<file path="src/rtl/gpio_cfg_consts.vh">
`ifndef GPIO_CFG_CONSTS_VH
`define GPIO_CFG_CONSTS_VH

// ----------------------------------------------------------------
// register indexes (byte address is four times the index)
// ----------------------------------------------------------------
`define IDX_GPIO_2_1_CONFIG 6'h2c
`define IDX_GPIO_2_2_CONFIG 6'h2d
`define IDX_GPIO_2_4_CONFIG 6'h2f
`define IDX_GPIO_2_5_CONFIG 6'h30
`define IDX_GPIO_2_6_CONFIG 6'h31
`define IDX_GPIO_2_7_CONFIG 6'h32
`define IDX_GPIO_3_0_CONFIG 6'h33
`define IDX_GPIO_3_1_CONFIG 6'h34

// ----------------------------------------------------------------
// slots of the configuration store, one per pin
// ----------------------------------------------------------------
`define SLOT_2_1 3'h0
`define SLOT_2_2 3'h1
`define SLOT_2_4 3'h2
`define SLOT_2_5 3'h3
`define SLOT_2_6 3'h4
`define SLOT_2_7 3'h5
`define SLOT_3_0 3'h6
`define SLOT_3_1 3'h7

// ----------------------------------------------------------------
// field positions and values
// ----------------------------------------------------------------
`define BIT_DIR 0
`define BIT_POL 1
`define BIT_SEL 2
`define BIT_SEL_HI 3
`define BIT_ODRAIN 7
`define CFG_RESET 8'h01
`define MASK_TWO_BIT_SEL 8'h8f
`define MASK_ONE_BIT_SEL 8'h87
`define MASK_NO_SEL 8'h83
`define FSEL_GPIO 2'h0
`define FSEL_KBC 2'h1
`define FSEL_EDGE_INT 2'h2
`define FSEL_HIGH 2'h3

`endif

</file>
<file path="src/rtl/gpio_pin_config_bank.v">
`timescale 1ns/1ps
`include "gpio_cfg_consts.vh"

// Behaviour
// - bit 0 is direction: 1 input, 0 output.
// - bit 1 inverts the pin value both ways when set.
// - bit 7 picks open-drain when 1, push-pull when 0.
// - every configuration register resets to 0x01.
// - pin 2.1 bits 3:2: legacy int six, edge int 0, kbc bit six, gpio.
// - pin 2.2 bits 3:2: motor select one, edge int 1, kbc bit two, gpio.
// - single-alternate pins: bit 2 set selects the alternate function.
// - pin 2.4 has no alternate; bits 6:2 reserved, gpio only.
// - pin 2.5 bit 2 set makes it the music serial receive input.
// - pin 2.6 bit 2 set makes it the music serial transmit output.
// - pin 2.7 bit 2 set drives the system management interrupt.
// - pin 3.0 bit 2 set makes it the SMBus clock line.
// - pin 3.1 bit 2 set makes it the fan tachometer input.

module gpio_pin_config_bank (
  input wire CLK,
  input wire SRST,
  input wire [7:0] ADDRESS,
  input wire READ,
  input wire WRITE,
  input wire [31:0] WRITEDATA,
  input wire [3:0] BYTEENABLE,
  output reg [31:0] READDATA,
  output reg WAITREQUEST,
  input wire [7:0] PIN_I,
  output wire [7:0] PIN_O,
  output wire [7:0] PIN_OE,
  input wire [7:0] GPIO_OUT_VAL,
  output wire [7:0] GPIO_IN_VAL,
  output wire LEGACY_INT_LINE_SIX,
  output wire [1:0] EDGE_INT_IN,
  input wire KBC_PORT_BIT_SIX_OUT,
  output wire KBC_PORT_BIT_SIX_IN,
  input wire KBC_PORT_BIT_TWO_OUT,
  output wire KBC_PORT_BIT_TWO_IN,
  input wire FLOPPY_MOTOR_SEL_ONE,
  output wire MUSIC_SERIAL_RX,
  input wire MUSIC_SERIAL_TX,
  input wire SYS_MGMT_INT_OUT,
  input wire SMBUS_CLK_OUT,
  output wire SMBUS_CLK_IN,
  output wire FAN_SPEED_SENSE
);

  // ----------------------------------------------------------------
  // pin input synchroniser
  // ----------------------------------------------------------------
  reg [7:0] pin_meta_q;
  reg [7:0] pin_sync_q;

  // first stage is read by the second stage only
  always @(posedge CLK) begin
    if (SRST) begin
      pin_meta_q <= 8'h00;
      pin_sync_q <= 8'h00;
    end else begin
      pin_meta_q <= PIN_I;
      pin_sync_q <= pin_meta_q;
    end
  end

  // ----------------------------------------------------------------
  // address decode
  // ----------------------------------------------------------------
  wire [5:0] addr_idx = ADDRESS[7:2];
  wire addr_aligned = (ADDRESS[1:0] == 2'h0);
  reg [2:0] slot;
  reg slot_hit;

  // map register index to a configuration slot; 0x2e is not ours
  always @* begin
    slot = `SLOT_2_1;
    slot_hit = 1'b0;
    case (addr_idx)
      `IDX_GPIO_2_1_CONFIG: begin
        slot = `SLOT_2_1;
        slot_hit = addr_aligned;
      end
      `IDX_GPIO_2_2_CONFIG: begin
        slot = `SLOT_2_2;
        slot_hit = addr_aligned;
      end
      `IDX_GPIO_2_4_CONFIG: begin
        slot = `SLOT_2_4;
        slot_hit = addr_aligned;
      end
      `IDX_GPIO_2_5_CONFIG: begin
        slot = `SLOT_2_5;
        slot_hit = addr_aligned;
      end
      `IDX_GPIO_2_6_CONFIG: begin
        slot = `SLOT_2_6;
        slot_hit = addr_aligned;
      end
      `IDX_GPIO_2_7_CONFIG: begin
        slot = `SLOT_2_7;
        slot_hit = addr_aligned;
      end
      `IDX_GPIO_3_0_CONFIG: begin
        slot = `SLOT_3_0;
        slot_hit = addr_aligned;
      end
      `IDX_GPIO_3_1_CONFIG: begin
        slot = `SLOT_3_1;
        slot_hit = addr_aligned;
      end
      default: begin
        slot = `SLOT_2_1;
        slot_hit = 1'b0;
      end
    endcase
  end

  // ----------------------------------------------------------------
  // writable bit mask per slot
  // ----------------------------------------------------------------
  reg [7:0] wr_mask;

  // reserved bits are never stored, so they read back as zero
  always @* begin
    case (slot)
      `SLOT_2_1: wr_mask = `MASK_TWO_BIT_SEL;
      `SLOT_2_2: wr_mask = `MASK_TWO_BIT_SEL;
      `SLOT_2_4: wr_mask = `MASK_NO_SEL;
      default: wr_mask = `MASK_ONE_BIT_SEL;
    endcase
  end

  // ----------------------------------------------------------------
  // bus handshake
  // ----------------------------------------------------------------
  // two-phase answer: the first edge of a request loads read data
  // and drops waitrequest; the second edge commits any write and
  // raises it again. costs a cycle but keeps every output a flop.
  wire req = READ | WRITE;
  wire req_take = req & ~WAITREQUEST;
  wire wr_commit = WRITE & req_take & slot_hit & BYTEENABLE[0];

  reg [7:0] cfg_q [0:7];
  wire [31:0] rd_d = slot_hit ? {24'h000000, cfg_q[slot]} : 32'h00000000;

  always @(posedge CLK) begin
    if (SRST) begin
      WAITREQUEST <= 1'b1;
      READDATA <= 32'h00000000;
    end else if (req_take) begin
      WAITREQUEST <= 1'b1;
    end else if (req) begin
      WAITREQUEST <= 1'b0;
      READDATA <= READ ? rd_d : 32'h00000000; // unmapped reads zero
    end else begin
      WAITREQUEST <= 1'b1;
    end
  end

  // ----------------------------------------------------------------
  // configuration store
  // ----------------------------------------------------------------
  integer i;

  // the reset value selects non-inverted push-pull input gpio
  always @(posedge CLK) begin
    if (SRST) begin
      for (i = 0; i < 8; i = i + 1) begin
        cfg_q[i] <= `CFG_RESET;
      end
    end else if (wr_commit) begin
      cfg_q[slot] <= WRITEDATA[7:0] & wr_mask;
    end
  end

  // ----------------------------------------------------------------
  // function select decode
  // ----------------------------------------------------------------
  wire [1:0] fsel_2_1 = cfg_q[`SLOT_2_1][`BIT_SEL_HI:`BIT_SEL];
  wire [1:0] fsel_2_2 = cfg_q[`SLOT_2_2][`BIT_SEL_HI:`BIT_SEL];

  // pin 2.1: two input alternates and the driven kbc port bit six share one pin
  wire legacy_sel = (fsel_2_1 == `FSEL_HIGH);
  wire edge0_sel = (fsel_2_1 == `FSEL_EDGE_INT);
  wire kbc6_sel = (fsel_2_1 == `FSEL_KBC);

  // pin 2.2: motor select output, edge int input, kbc port bit
  wire motor_sel = (fsel_2_2 == `FSEL_HIGH);
  wire edge1_sel = (fsel_2_2 == `FSEL_EDGE_INT);
  wire kbc2_sel = (fsel_2_2 == `FSEL_KBC);

  // single-alternate pins use bit 2 alone
  wire rx_sel = cfg_q[`SLOT_2_5][`BIT_SEL];
  wire tx_sel = cfg_q[`SLOT_2_6][`BIT_SEL];
  wire smi_sel = cfg_q[`SLOT_2_7][`BIT_SEL];
  wire sclk_sel = cfg_q[`SLOT_3_0][`BIT_SEL];
  wire tach_sel = cfg_q[`SLOT_3_1][`BIT_SEL];

  // per-pin alternate enable, drive and value, slot order
  // kbc port bits and the SMBus clock are driven and read back;
  // the kbc unit and SMBus master drive high to release the line
  wire [7:0] alt_en = {tach_sel, sclk_sel, smi_sel, tx_sel, rx_sel,
                       1'b0,
                       motor_sel | edge1_sel | kbc2_sel,
                       legacy_sel | edge0_sel | kbc6_sel};
  wire [7:0] alt_drv = {1'b0, 1'b1, 1'b1, 1'b1, 1'b0, 1'b0,
                        motor_sel | kbc2_sel, kbc6_sel};
  wire [7:0] alt_val = {1'b0, SMBUS_CLK_OUT, SYS_MGMT_INT_OUT,
                        MUSIC_SERIAL_TX, 1'b0, 1'b0,
                        motor_sel ? FLOPPY_MOTOR_SEL_ONE :
                                    KBC_PORT_BIT_TWO_OUT,
                        KBC_PORT_BIT_SIX_OUT};

  // ----------------------------------------------------------------
  // pin slices
  // ----------------------------------------------------------------
  // idle level of each alternate input while not selected; the
  // SMBus clock rests high like an idle bus
  localparam [7:0] ALT_IDLE = 8'h40;
  wire [7:0] alt_in;

  genvar g;
  generate
    for (g = 0; g < 8; g = g + 1) begin : pin
      gpio_pin_slice #(
        .ALT_IDLE(ALT_IDLE[g])
      ) u_slice (
        .clk(CLK),
        .srst(SRST),
        .cfg(cfg_q[g]),
        .pin_s(pin_sync_q[g]),
        .gpio_val(GPIO_OUT_VAL[g]),
        .alt_en(alt_en[g]),
        .alt_drv(alt_drv[g]),
        .alt_val(alt_val[g]),
        .pin_o(PIN_O[g]),
        .pin_oe(PIN_OE[g]),
        .gpio_in(GPIO_IN_VAL[g]),
        .alt_in(alt_in[g])
      );
    end
  endgenerate

  // ----------------------------------------------------------------
  // alternate input routing
  // ----------------------------------------------------------------
  reg legacy_q;
  reg [1:0] edge_q;
  reg kbc6_q;
  reg kbc2_q;

  // split shared synchronised pin inputs by code; unselected outputs stay low
  always @(posedge CLK) begin
    if (SRST) begin
      legacy_q <= 1'b0;
      edge_q <= 2'h0;
      kbc6_q <= 1'b0;
      kbc2_q <= 1'b0;
    end else begin
      legacy_q <= legacy_sel & pin_sync_in(0);
      edge_q[0] <= edge0_sel & pin_sync_in(0);
      kbc6_q <= kbc6_sel & pin_sync_in(0);
      edge_q[1] <= edge1_sel & pin_sync_in(1);
      kbc2_q <= kbc2_sel & pin_sync_in(1);
    end
  end

  // polarity-corrected synchronised pin value for shared pins
  function pin_sync_in;
    input integer n;
    begin
      pin_sync_in = pin_sync_q[n] ^ cfg_q[n][`BIT_POL];
    end
  endfunction

  assign LEGACY_INT_LINE_SIX = legacy_q;
  assign EDGE_INT_IN = edge_q;
  assign KBC_PORT_BIT_SIX_IN = kbc6_q;
  assign KBC_PORT_BIT_TWO_IN = kbc2_q;
  assign MUSIC_SERIAL_RX = alt_in[`SLOT_2_5];
  assign SMBUS_CLK_IN = alt_in[`SLOT_3_0];
  assign FAN_SPEED_SENSE = alt_in[`SLOT_3_1];

endmodule

</file>
<file path="src/rtl/gpio_pin_slice.v">
`timescale 1ns/1ps
`include "gpio_cfg_consts.vh"

module gpio_pin_slice #(
  parameter ALT_IDLE = 1'b0
) (
  input wire clk,
  input wire srst,
  input wire [7:0] cfg,
  input wire pin_s,
  input wire gpio_val,
  input wire alt_en,
  input wire alt_drv,
  input wire alt_val,
  output reg pin_o,
  output reg pin_oe,
  output reg gpio_in,
  output reg alt_in
);

  // ----------------------------------------------------------------
  // output path
  // ----------------------------------------------------------------
  // source picked by function select, direction by cfg or alt unit
  wire src_val = alt_en ? alt_val : gpio_val;
  wire drive = alt_en ? alt_drv : ~cfg[`BIT_DIR];
  wire out_val = src_val ^ cfg[`BIT_POL];
  wire odrain = cfg[`BIT_ODRAIN];
  // open drain only pulls low, so a high just releases the pin
  wire pin_o_d = odrain ? 1'b0 : out_val;
  wire pin_oe_d = drive & (~odrain | ~out_val);

  // ----------------------------------------------------------------
  // input path
  // ----------------------------------------------------------------
  // input read with the same polarity inversion as the output
  wire in_val = pin_s ^ cfg[`BIT_POL];
  // unselected alternate input rests at its idle level
  wire alt_in_d = alt_en ? in_val : ALT_IDLE;

  // registered so every pin-facing output leaves a flip-flop
  always @(posedge clk) begin
    if (srst) begin
      pin_o <= 1'b0;
      pin_oe <= 1'b0;
      gpio_in <= 1'b0;
      alt_in <= ALT_IDLE;
    end else begin
      pin_o <= pin_o_d;
      pin_oe <= pin_oe_d;
      gpio_in <= in_val;
      alt_in <= alt_in_d;
    end
  end

endmodule

</file>
<file path="config.mk">
export PLATFORM = sky130hd
export DESIGN_NAME = gpio_pin_config_bank
export DESIGN_NICKNAME = d
export VERILOG_FILES = /design/src/rtl/gpio_pin_config_bank.v /design/src/rtl/gpio_pin_slice.v
export VERILOG_INCLUDE_DIRS = /design/src /design/src/rtl
export SDC_FILE = /design/constraint.sdc
export NUM_CORES = 1
export LEC_CHECK = 0
export ABC_CLOCK_PERIOD_IN_PS = 1620
export BUFFER_PORTS_ARGS = -buffer_cell sky130_fd_sc_hd__buf_2
export CORE_MARGIN = 8
export CORE_UTILIZATION = 40
export DETAILED_ROUTE_END_ITERATION = 16
export PLACE_DENSITY_LB_ADDON = 0.08
export SYNTH_ARGS = -nofsm -noshare
export SYNTH_HDL_FRONTEND = slang
export SYNTH_HIERARCHICAL = 1
export SYNTH_SLANG_ARGS = --single-unit
</file>
<file path="constraint.sdc">
create_clock -name CLK -period 1.62 [get_ports CLK]
set_input_delay 0.081 -clock CLK [delete_from_list [all_inputs] [get_ports CLK]]
set_output_delay 0.081 -clock CLK [all_outputs]
set_load 0.02 [all_outputs]
</file>
Yosys cells after proc, flatten, opt, wreduce, memory -nomap -nowiden
Memory sizes are Yosys's and may differ from the RTL's. Index checks and enable logic that the tools add are counted.

Register bits: 81. Bits in latches: 0. RAM bits: 64. Memory bits (read-only): 0. Bits of input ports: 70. Output and inout port bits: 65. Memories kept: 1.

Add/subtract/negate cells: 0. Multipliers: 0. Div/mod/pow operators: 0. $lt $le $gt $ge: 0. Equal/unequal tests: 16. Shift operators: 0. Multiplexer cells: 29. Bitwise operators: 77. Reduce and logical (&&, ||, !) cells: 18.

Memory list: cfg_q (words 8, bits a word 8, read ports 9, clocked after Yosys merged registers in 0, wr ports 8, RTL line gpio_pin_config_bank.v:143) `reg [7:0] cfg_q [0:7];`.

Operators by type and width (number): $eq A6 B6 Y1 const B (8); $not A1 Y1 (29); $reduce_or A2 Y1 (13); $mux W8 (3); $mux W1 (23); $pmux W3 S7 (1); $and A1 B1 Y1 (17); $reduce_or A8 Y1 (2); $xor A1 B1 Y1 (16); $or A1 B1 Y1 (14); $and A8 B8 Y8 (1); $eq A2 B2 Y1 const B (4); $pmux W4 S2 (1); $eq A2 B1 Y1 const B (2); $eq A3 B1 Y1 const B (1); $eq A3 B2 Y1 const B (1); $logic_not A3 Y1 (1); $mux W3 (1); $logic_not A2 Y1 (1); $reduce_and A2 Y1 (1).

Depth between registers and ports, before layout
Gate-level depths: netlist of the first run.

Depth after elaboration: 10. Depth in mapped cells: 7. Depth with buffers taken out: 5.

Cells and area by module
The synthesis of the first run kept the hierarchy.

By module, submodules not included: gpio_pin_config_bank (times used 1, cells each 266, area an instance 3204.3 sq um, sequential area each 1741.7 sq um); gpio_pin_slice (times used 8, cells each 13, area an instance 152.6 sq um, sequential area each 80.1 sq um).

Worst setup path after synthesis of the first run
No wires, ideal clock.

Path type: in2reg. Start: input port ADDRESS[4]. End: memory cfg_q[1][0], enable pin. Data arrival time: 1.318 ns. Slack: -0.047 ns. Stages on the path: 6. Buffers on the path: 2. Path through: buf_6 > or3b_4 > o21ai_1 > o31ai_2 > buf_6 > o21bai_1.

RTL lines: start, declared (RTL line gpio_pin_config_bank.v:22) `input wire [7:0] ADDRESS,`; end, declared (RTL line gpio_pin_config_bank.v:143).

==> run metrics, run 1 <==
Rows 38; CP max stage cell dfxtp_1; worst path cell trace and4b_1, o31ai_2, buf_4, o21bai_2; Max Cap Violations 0; Worst Skew roughly 10 ps; Hold Path Class in -> reg; DP HPWL approximately 7.7 mm; final core utilization about half; Crit path max-delay family flip-flops; First DRT Iteration DRCs 114; Worst Setup End Kind flop; largest net degree at the start of global routing 30; input/output buffers 77; number of vias per cell approximately 4.7; layout cell share with drive strength beyond 1 35.4%; hold_sp WRITEDATA[1]; Initial Utilization 40.3%; DRT antenna net count 0; H-tree depth 3; Clock Tree Buf Depth 2; CTS buffer count 9; DRT Wirelength 9.90 mm; RSZ-0062 raised after global routing false; Slowest Stage Delay on Critical Path between 300 and 400 ps; Max FO, Critical Path 6; Area growth syn-to-layout 24.0%; hold path depth 2; Final min period 1500 ps; status completed; WL/cell around 15 um; data arrival time of the critical path around 1600 ps; Syn Inst Count 360; FILL cells 1012; Final Max Tran Viols 0; RR Endpoint cfg_q[1][7]; worst setup margin around 120 ps; DRC 0; initial antenna violation count 0; Bufs and invs on worst path 1; synth warn 6; setup slack, reg-to-reg roughly 120 ps; Clock Pin Slew Worst Setup and Hold Paths roughly 90 ps; GRT Resource Usage Total between 10% and 20%; Setup WS pre-CTS -205 ps; Worst Hold End cfg_q[4][1]; final setup fails 0; I/O pin cnt between 100 and 150; Reg2Reg Depth 4; CP Launch Type flop; Placed Area a little over 5000 um2; Placer Congestion slightly above 0.8; Die Y 120 um; cell area after layout ~5300 um2; total congestion overflow 0; diode count 0; Leakage between 0.002 and 0.0025 uW; number of global-route vias before repair between 3000 and 4000; Worst Setup Path Type reg -> reg; final hold violation count 0; r2r startpoint WAITREQUEST; # nets final roughly 570; worst vdd ir approximately 0.00037 V; clk sink count 94; Root Driver clkbuf_8; core area 10700 um2; CTS tree built; first-pass GRT wire length about 16 mm; worst skew pair latency roughly 370 ps; Post-Syn Area per Cell approximately 12 um2; Detailed Routing Iterations Pass 1 4; f_max between 600 and 700 MHz; final period utilization between 90% and 100%; DIE WIDTH roughly 120 um; overall die area between 10000 and 15000 um2; pwr dens about 860 nW/um2; Req. time, crit path ~1700 ps; via count 2997; Post-Syn Area around 4300 um2
state kept, by name (all words and copies together) (netlist names):
name,flops
pin.u_slice/gpio_in,8
EDGE_INT_IN,2
pin.u_slice/pin_o,8
WAITREQUEST,1
KBC_PORT_BIT_SIX_IN,1
KBC_PORT_BIT_TWO_IN,1
pin_sync_q,8
pin.u_slice/pin_oe,8
pin_meta_q,8
pin.u_slice/alt_in,3
LEGACY_INT_LINE_SIX,1
cfg_q,40
READDATA,5
final cells by class:
type	count	area [um2]	area share, %
Clock inverter	3	18.8	0.353
Tap cell	140	175	3.29
Sequential cell	94	2280	42.9
Timing Repair Buffer	123	788	14.8
Multi-Input combinational cell	266	1880	35.3
Clock buffer	13	160	3.01
Inverter	4	15.0	0.282
what timing repair did:
| action | in CTS | in global routing |
|---|---|---|
| resized for setup | 0 | 2 |
| setup endpoints to repair | 0 | 5 |
| endpoints found under the hold margin | 8 | 0 |
| hold buffers | 8 | 0 |
| buffers inserted | 0 | 2 |
worst max path at each step:
stage	depth (start not counted)	start	to	slack (ps)
floorplan	7	ADDRESS[4]	cfg_q[0][0]	50
global placement	7	ADDRESS[2]	cfg_q[0][1]	-200
detailed placement	7	ADDRESS[2]	cfg_q[0][2]	-200
CTS	4	WAITREQUEST	cfg_q[7][7]	100
global route	5	cfg_q[1][2]	pin[1].u_slice/pin_o	20
finish	4	WAITREQUEST	cfg_q[1][7]	120
metrics by stage:
stage,hold slack (ps),power (uW),std cells,setup TNS [ps]
after floorplan,146,3040,404,0
after global placement,293,3200,617,-3700
final,35.9,4600,643,0
after global routing,46.3,4780,643,0
after detailed placement,301,3200,617,-5140
after CTS,17.9,4650,641,0
cell usage in the layout, fill, tap and decap left out, types with 6 or more instances in the layout:
cell / count
edfxtp_1: 40
dfxtp_1: 54
conb_1: 46
nand2b_1: 6
nor2b_1: 19
mux2i_1: 18
xnor2_1: 19
a211oi_2: 8
nand2_1: 11
nor2_1: 27
dlygate4sd3_1: 8
buf_4: 35
or2_2: 6
and2_1: 8
nor3b_2: 8
buf_2: 77
nor3_1: 9
clkbuf_8: 9
a21oi_1: 14
layer usage:
layer	track usage, %	share of wire, %	vias up
li1	-	-	1495
met1	16.4	43	1399
met2	24.2	49	88
met3	2.54	5.1	15
met4	6.79	2.2	0
met5	0	0	-
where the power goes:
| group | internal, uW | switching [uW] |
|---|---|---|
| registers | 2550 | 50.1 |
| clock network | 651 | 782 |
| logic | 234 | 324 |
(Power assumes the default switching activity.)
==> run 2, diff against run 1 <==
--- a/config.mk
+++ b/config.mk
@@ -11,6 +11,7 @@
 export CORE_MARGIN = 8
 export CORE_UTILIZATION = 40
 export DETAILED_ROUTE_END_ITERATION = 16
+export GPL_TIMING_DRIVEN = 0
 export PLACE_DENSITY_LB_ADDON = 0.08
 export SYNTH_ARGS = -nofsm -noshare
 export SYNTH_HDL_FRONTEND = slang
==> run 2 against run 1 <==
  * Sequential power about the same
  * Sequential share of layout area is 0.15 points lower
  * Highest routed layer unchanged
  * Largest power group unchanged
  * Register-to-register slack lost 20 ps
  * Via count is 2.0% lower
==> run metrics, run 2 (synthesized netlist as in run 1, its figures left out) <==
Worst Setup End Kind flop; via count slightly below 3000; core area between 10000 and 15000 um2; GR met1 Demand/Resource between 15 and 20%; Net Sw Frac about a quarter; DP HPWL ~7.6 mm; Final min period ~1500 ps; First DRT Iteration DRCs around 110; status completed; initial antenna violation count 0; Clock Tree Buf Depth 2; GRT Resource Usage Total between 10% and 20%; input/output buffers 76; Final Max Tran Viols 0; Max FO, Critical Path 10; Slowest Stage Delay on Critical Path roughly 380 ps; final non-filler cell total between 600 and 700; layout cell share with drive strength beyond 1 36.0%; DRT Wirelength 10.0 mm; Die Y around 120 um; GR peak layer met2; most frequent cells in the layout buf_2 (77), dfxtp_1 (53), conb_1 (46); Hold Path Class in -> reg; Worst Skew slightly below 10 ps; DRT antenna net count 0; CTS tree built; Root Driver clkbuf_8; Placed Cells between 600 and 700; P_int ~3600 uW; overall die area approximately 14000 um2; Max Cap Violations 0; Fin Setup TNS 0 ps; met2 Usage GRT between 20% and 30%; final hold violation count 0; I/O pin cnt roughly 140; final setup fails 0; cell area after layout roughly 5300 um2; CTS buffer count 9; pwr dens about 900 nW/um2; Clock Pin Slew Worst Setup and Hold Paths roughly 90 ps; Flop pwr share around 55%; largest net degree at the start of global routing 29; Area growth syn-to-layout 24.5%; Pwr Total ~4800 uW; Placed Area roughly 5000 um2; Leakage around 0.0023 uW; total congestion overflow 0; data arrival time of the critical path roughly 1600 ps; GR Util met3 3.24%; f_max between 600 and 700 MHz; CP max stage cell dfxtp_2; Logic pwr share between 10% and 20%; Setup WS pre-CTS -795 ps; WL/cell around 16 um; commonest non-fill, non-tap cell in the layout buf_2; diode count 0; max FFs per register 40; first-pass GRT wire length between 15 and 20 mm; Top reg by flops cfg_q; proportion of power drawn by the clock network between 30% and 40%; # nets final 570; RSZ-0062 raised after global routing false; DRC 0; final period utilization a little over nine tenths; Crit path max-delay family simple AND/OR/NAND/NOR gates; worst setup margin 95.7 ps; worst path cell trace and4b_1, o31ai_2, buf_6, nor2_1, or2_2; H-tree depth 3; NetSw roughly 1200 uW; worst skew pair latency between 300 and 400 ps; Rel. slew slack roughly 64%; DIE WIDTH roughly 120 um; Worst-Margin Slew around 540 ps; clk sink count 94; Rows 38; worst vdd ir between 0.0004 and 0.0005 V; Req. time, crit path roughly 1700 ps; Detailed Routing Iterations Pass 1 4; Bufs and invs on worst path 1; Initial Utilization between 40% and 50%; number of vias per cell approximately 4.6; number of global-route vias before repair about 3100; Worst Setup Path Type reg -> reg; Placer Congestion between 0.8 and 0.9; CP Launch Type flop
==> run 2: per-layer routing <==
layer	part of all wire [%]	vias to the layer above	wire, um
li1	-	1499	-
met1	45	1364	4490
met2	49	64	4890
met3	4.7	11	469
met5	0	-	0
met4	1.8	0	178
==> run 2: layout make-up <==
cell class              count  area (um2)
flip-flops and latches     94        2280
multi-input cells         266        1890
fillers                  1025        5310
well taps                 140         175
clock buffers              13         159
clock inverters             3        42.5
plain buffers              40         299
inverters                   4        15.0
repair buffers             85         470
==> run 2: per-stage QoR <==
stage               hold WS [ps]  util, %
floorplan                    146        -
global placement             290     47.1
detailed placement           298     47.1
CTS                         15.0     49.8
global route                32.2     50.1
finish                      25.9     50.1
==> run 2: power groups by stage <==
stage | clock network, uW | logic [uW] | registers [uW]
after floorplan | 0 | 342 | 2700
after global placement | 0 | 554 | 2660
after detailed placement | 0 | 559 | 2660
after CTS | 1610 | 578 | 2610
after global routing | 1720 | 632 | 2620
final | 1590 | 582 | 2610
==> run 2: worst register-to-register path, cell delays in order (launching register included) <==
cell and delay, ps:
dfxtp_2 380, and4b_1 210, o31ai_2 100, buf_6 200, nor2_1 60, or2_2 330
==> run 2: worst paths after layout <==
kind                            slack, ps  depth (start not counted)            end          start
worst min register to register        440                          1  pin_sync_q[1]  pin_meta_q[1]
worst min-delay path                   30                          2    cfg_q[4][1]   WRITEDATA[1]
worst max-delay path                  100                          5    cfg_q[0][2]    WAITREQUEST
worst max register to register        100                          5    cfg_q[0][2]    WAITREQUEST
==> run 2: timing repair <==
action | in CTS | in global routing
buffers inserted | 0 | 1
gates resized for setup | 4 | 9
hold buffers | 8 | 0
hold endpoints to repair | 8 | 0
pin swaps | 0 | 2
endpoints found under the setup margin | 43 | 33
==> run 3, diff against run 2 <==
--- a/config.mk
+++ b/config.mk
@@ -9,7 +9,7 @@
 export ABC_CLOCK_PERIOD_IN_PS = 1620
 export BUFFER_PORTS_ARGS = -buffer_cell sky130_fd_sc_hd__buf_2
 export CORE_MARGIN = 8
-export CORE_UTILIZATION = 40
+export CORE_UTILIZATION = 46
 export DETAILED_ROUTE_END_ITERATION = 16
 export GPL_TIMING_DRIVEN = 0
 export PLACE_DENSITY_LB_ADDON = 0.08
==> run 3 against run 2 <==
  * First-iteration DRC count up 50%
  * Highest routed layer unchanged
  * Sequential share of layout area up 0.38 points
  * Total power is 4.9% lower
  * Die area decreased by 11%
  * Critical path depth decreased by 1
  * Wire length decreased by 5.7%
  * Largest cell class unchanged
  * Global-route usage increased by 0.93 points
  * Final cell count shrank 4.2%
  * Fmax fell by 0.72%
  * Critical endpoint is now cfg_q[0][1]
  * Critical path type is now in -> reg
  * Hold slack gained 23 ps
==> run metrics, run 3 (synthesized netlist as in run 1, its figures left out) <==
core area about 9200 um2; number of vias per cell 4.80; hold_sp WRITEDATA[7]; H-tree depth 3; Area growth syn-to-layout 23.4%; pwr dens ~860 nW/um2; final setup fails 0; clk sink count 94; final hold slack between 40 and 50 ps; DP HPWL between 7 and 8 mm; DIE WIDTH approximately 110 um; Clock Tree Buf Depth 2; DRC 0; input/output buffers 76; Initial Utilization approximately 47%; Worst Setup Path Type in -> reg; worst setup margin ~85 ps; CTS tree built; hold path depth 2; Slowest Stage Delay on Critical Path between 400 and 500 ps; final hold violation count 0; CP Launch Type input port; Final Max Tran Viols 0; Leakage roughly 0.0023 uW; number of global-route vias before repair ~3000; Worst Setup End Kind flop; Die Y 113 um; RR Endpoint pin[1].u_slice/pin_o; status completed; DRT antenna net count 0; most frequent cells in the layout buf_2 (77), dfxtp_1 (53), conb_1 (46); Hold Path Class in -> reg; Rows 35; largest net degree at the start of global routing 29; worst vdd ir between 0.0003 and 0.0004 V; Placer Congestion 0.804; Setup WS pre-CTS -767 ps; Final min period between 1500 and 2000 ps; data arrival time of the critical path around 1600 ps; Root Driver clkbuf_8; Clock Pin Slew Worst Setup and Hold Paths 90 ps; Top reg by flops cfg_q; Worst-Margin Slew between 500 and 600 ps; max FFs per register 40; worst path cell trace buf_4, clkbuf_1, clkbuf_2, or2_2; Max Cap Violations 0; DRT Wirelength between 9 and 10 mm; via count approximately 3000; r2r startpoint cfg_q[1][2]; Rel. slew slack a little under two thirds; final period utilization 94.8%; CP max stage cell clkbuf_1; first-pass GRT wire length around 15 mm; Req. time, crit path about 1700 ps; Max FO, Critical Path 28; First DRT Iteration DRCs 163; total congestion overflow 0; commonest non-fill, non-tap cell in the layout buf_2; Worst Hold End cfg_q[6][7]; overall die area between 10000 and 15000 um2; Fin Setup TNS 0 ps; GRT Resource Usage Total approximately 15%; WL/cell roughly 15 um; Worst Skew 7.17 ps; setup slack, reg-to-reg 90 ps; layout cell share with drive strength beyond 1 between 30% and 40%; f_max 651 MHz; diode count 0; Reg2Reg Depth 5; worst skew pair latency 350 ps; CTS buffer count 9; Placed Area between 4000 and 5000 um2; initial antenna violation count 0; cell area after layout 5290 um2; Detailed Routing Iterations Pass 1 4; # nets final between 500 and 600; I/O pin cnt 135
## run 3: cell types whose count changed in the layout (fill, tap and decap cells not counted)
cell        change
xnor2_2         +1
clkinv_2        +2
mux2i_2         +1
clkbuf_8        -2
clkinvlp_4      +2
buf_4           +2
bufinv_16       -1
mux2i_1         -1
clkinv_1        +1
clkbuf_2        -1
xnor2_1         -1
clkbuf_1        -1
## run 3: what timing repair did
| action | CTS | global route |
|---|---|---|
| buffers inserted | 0 | 3 |
| pin swaps | 0 | 2 |
| gates resized for setup | 3 | 10 |
| setup endpoints to repair | 38 | 33 |
| hold endpoints to repair | 8 | 0 |
| hold buffers | 8 | 0 |
## run 3: area by class of cell
class	instances	area [um2]
clock inverter	7	41.3
inverter	4	15.0
tap	111	139
sequential	94	2280
clock buffer	9	124
fill	788	3860
multi-input combinational	266	1910
buffer	40	298
timing repair buffer	87	485
## run 3: report_power, final
group | switching, uW | internal [uW]
Sequential | 50.4 | 2560
Combinational | 331 | 254
Clock | 811 | 545
## run 3: metal layers
metal / part of all wire, % / vias to the layer above / track usage [%]
met2: 46 / 103 / 23.7
met3: 6.4 / 9 / 5.10
met4: 1.3 / 0 / 5.31
li1: - / 1504 / -
met1: 46 / 1350 / 19.2
met5: 0 / - / 0
## run 3: how the worst max path moves through the flow
stage / start / endpoint / cells after the start
detailed placement: SRST / cfg_q[0][2] / 4
global route: cfg_q[1][2] / pin[1].u_slice/pin_o / 5
floorplan: ADDRESS[4] / cfg_q[0][0] / 7
CTS: WAITREQUEST / cfg_q[6][3] / 4
global placement: SRST / cfg_q[0][7] / 4
finish: SRST / cfg_q[0][1] / 4
## run 3: metrics by stage
stage	total power, uW	instances	util (%)
2_1_floorplan	3040	404	-
3_3_place_gp	3210	591	54.4
3_5_place_dp	3220	591	54.4
4_1_cts	4580	615	57.2
5_1_grt	4750	618	57.8
6_report	4550	618	57.8
## run 3: worst max-delay path: cells and delay by family
kind	cells	cell delay (ps)
buf+inv	3	1250
simple gates	1	250
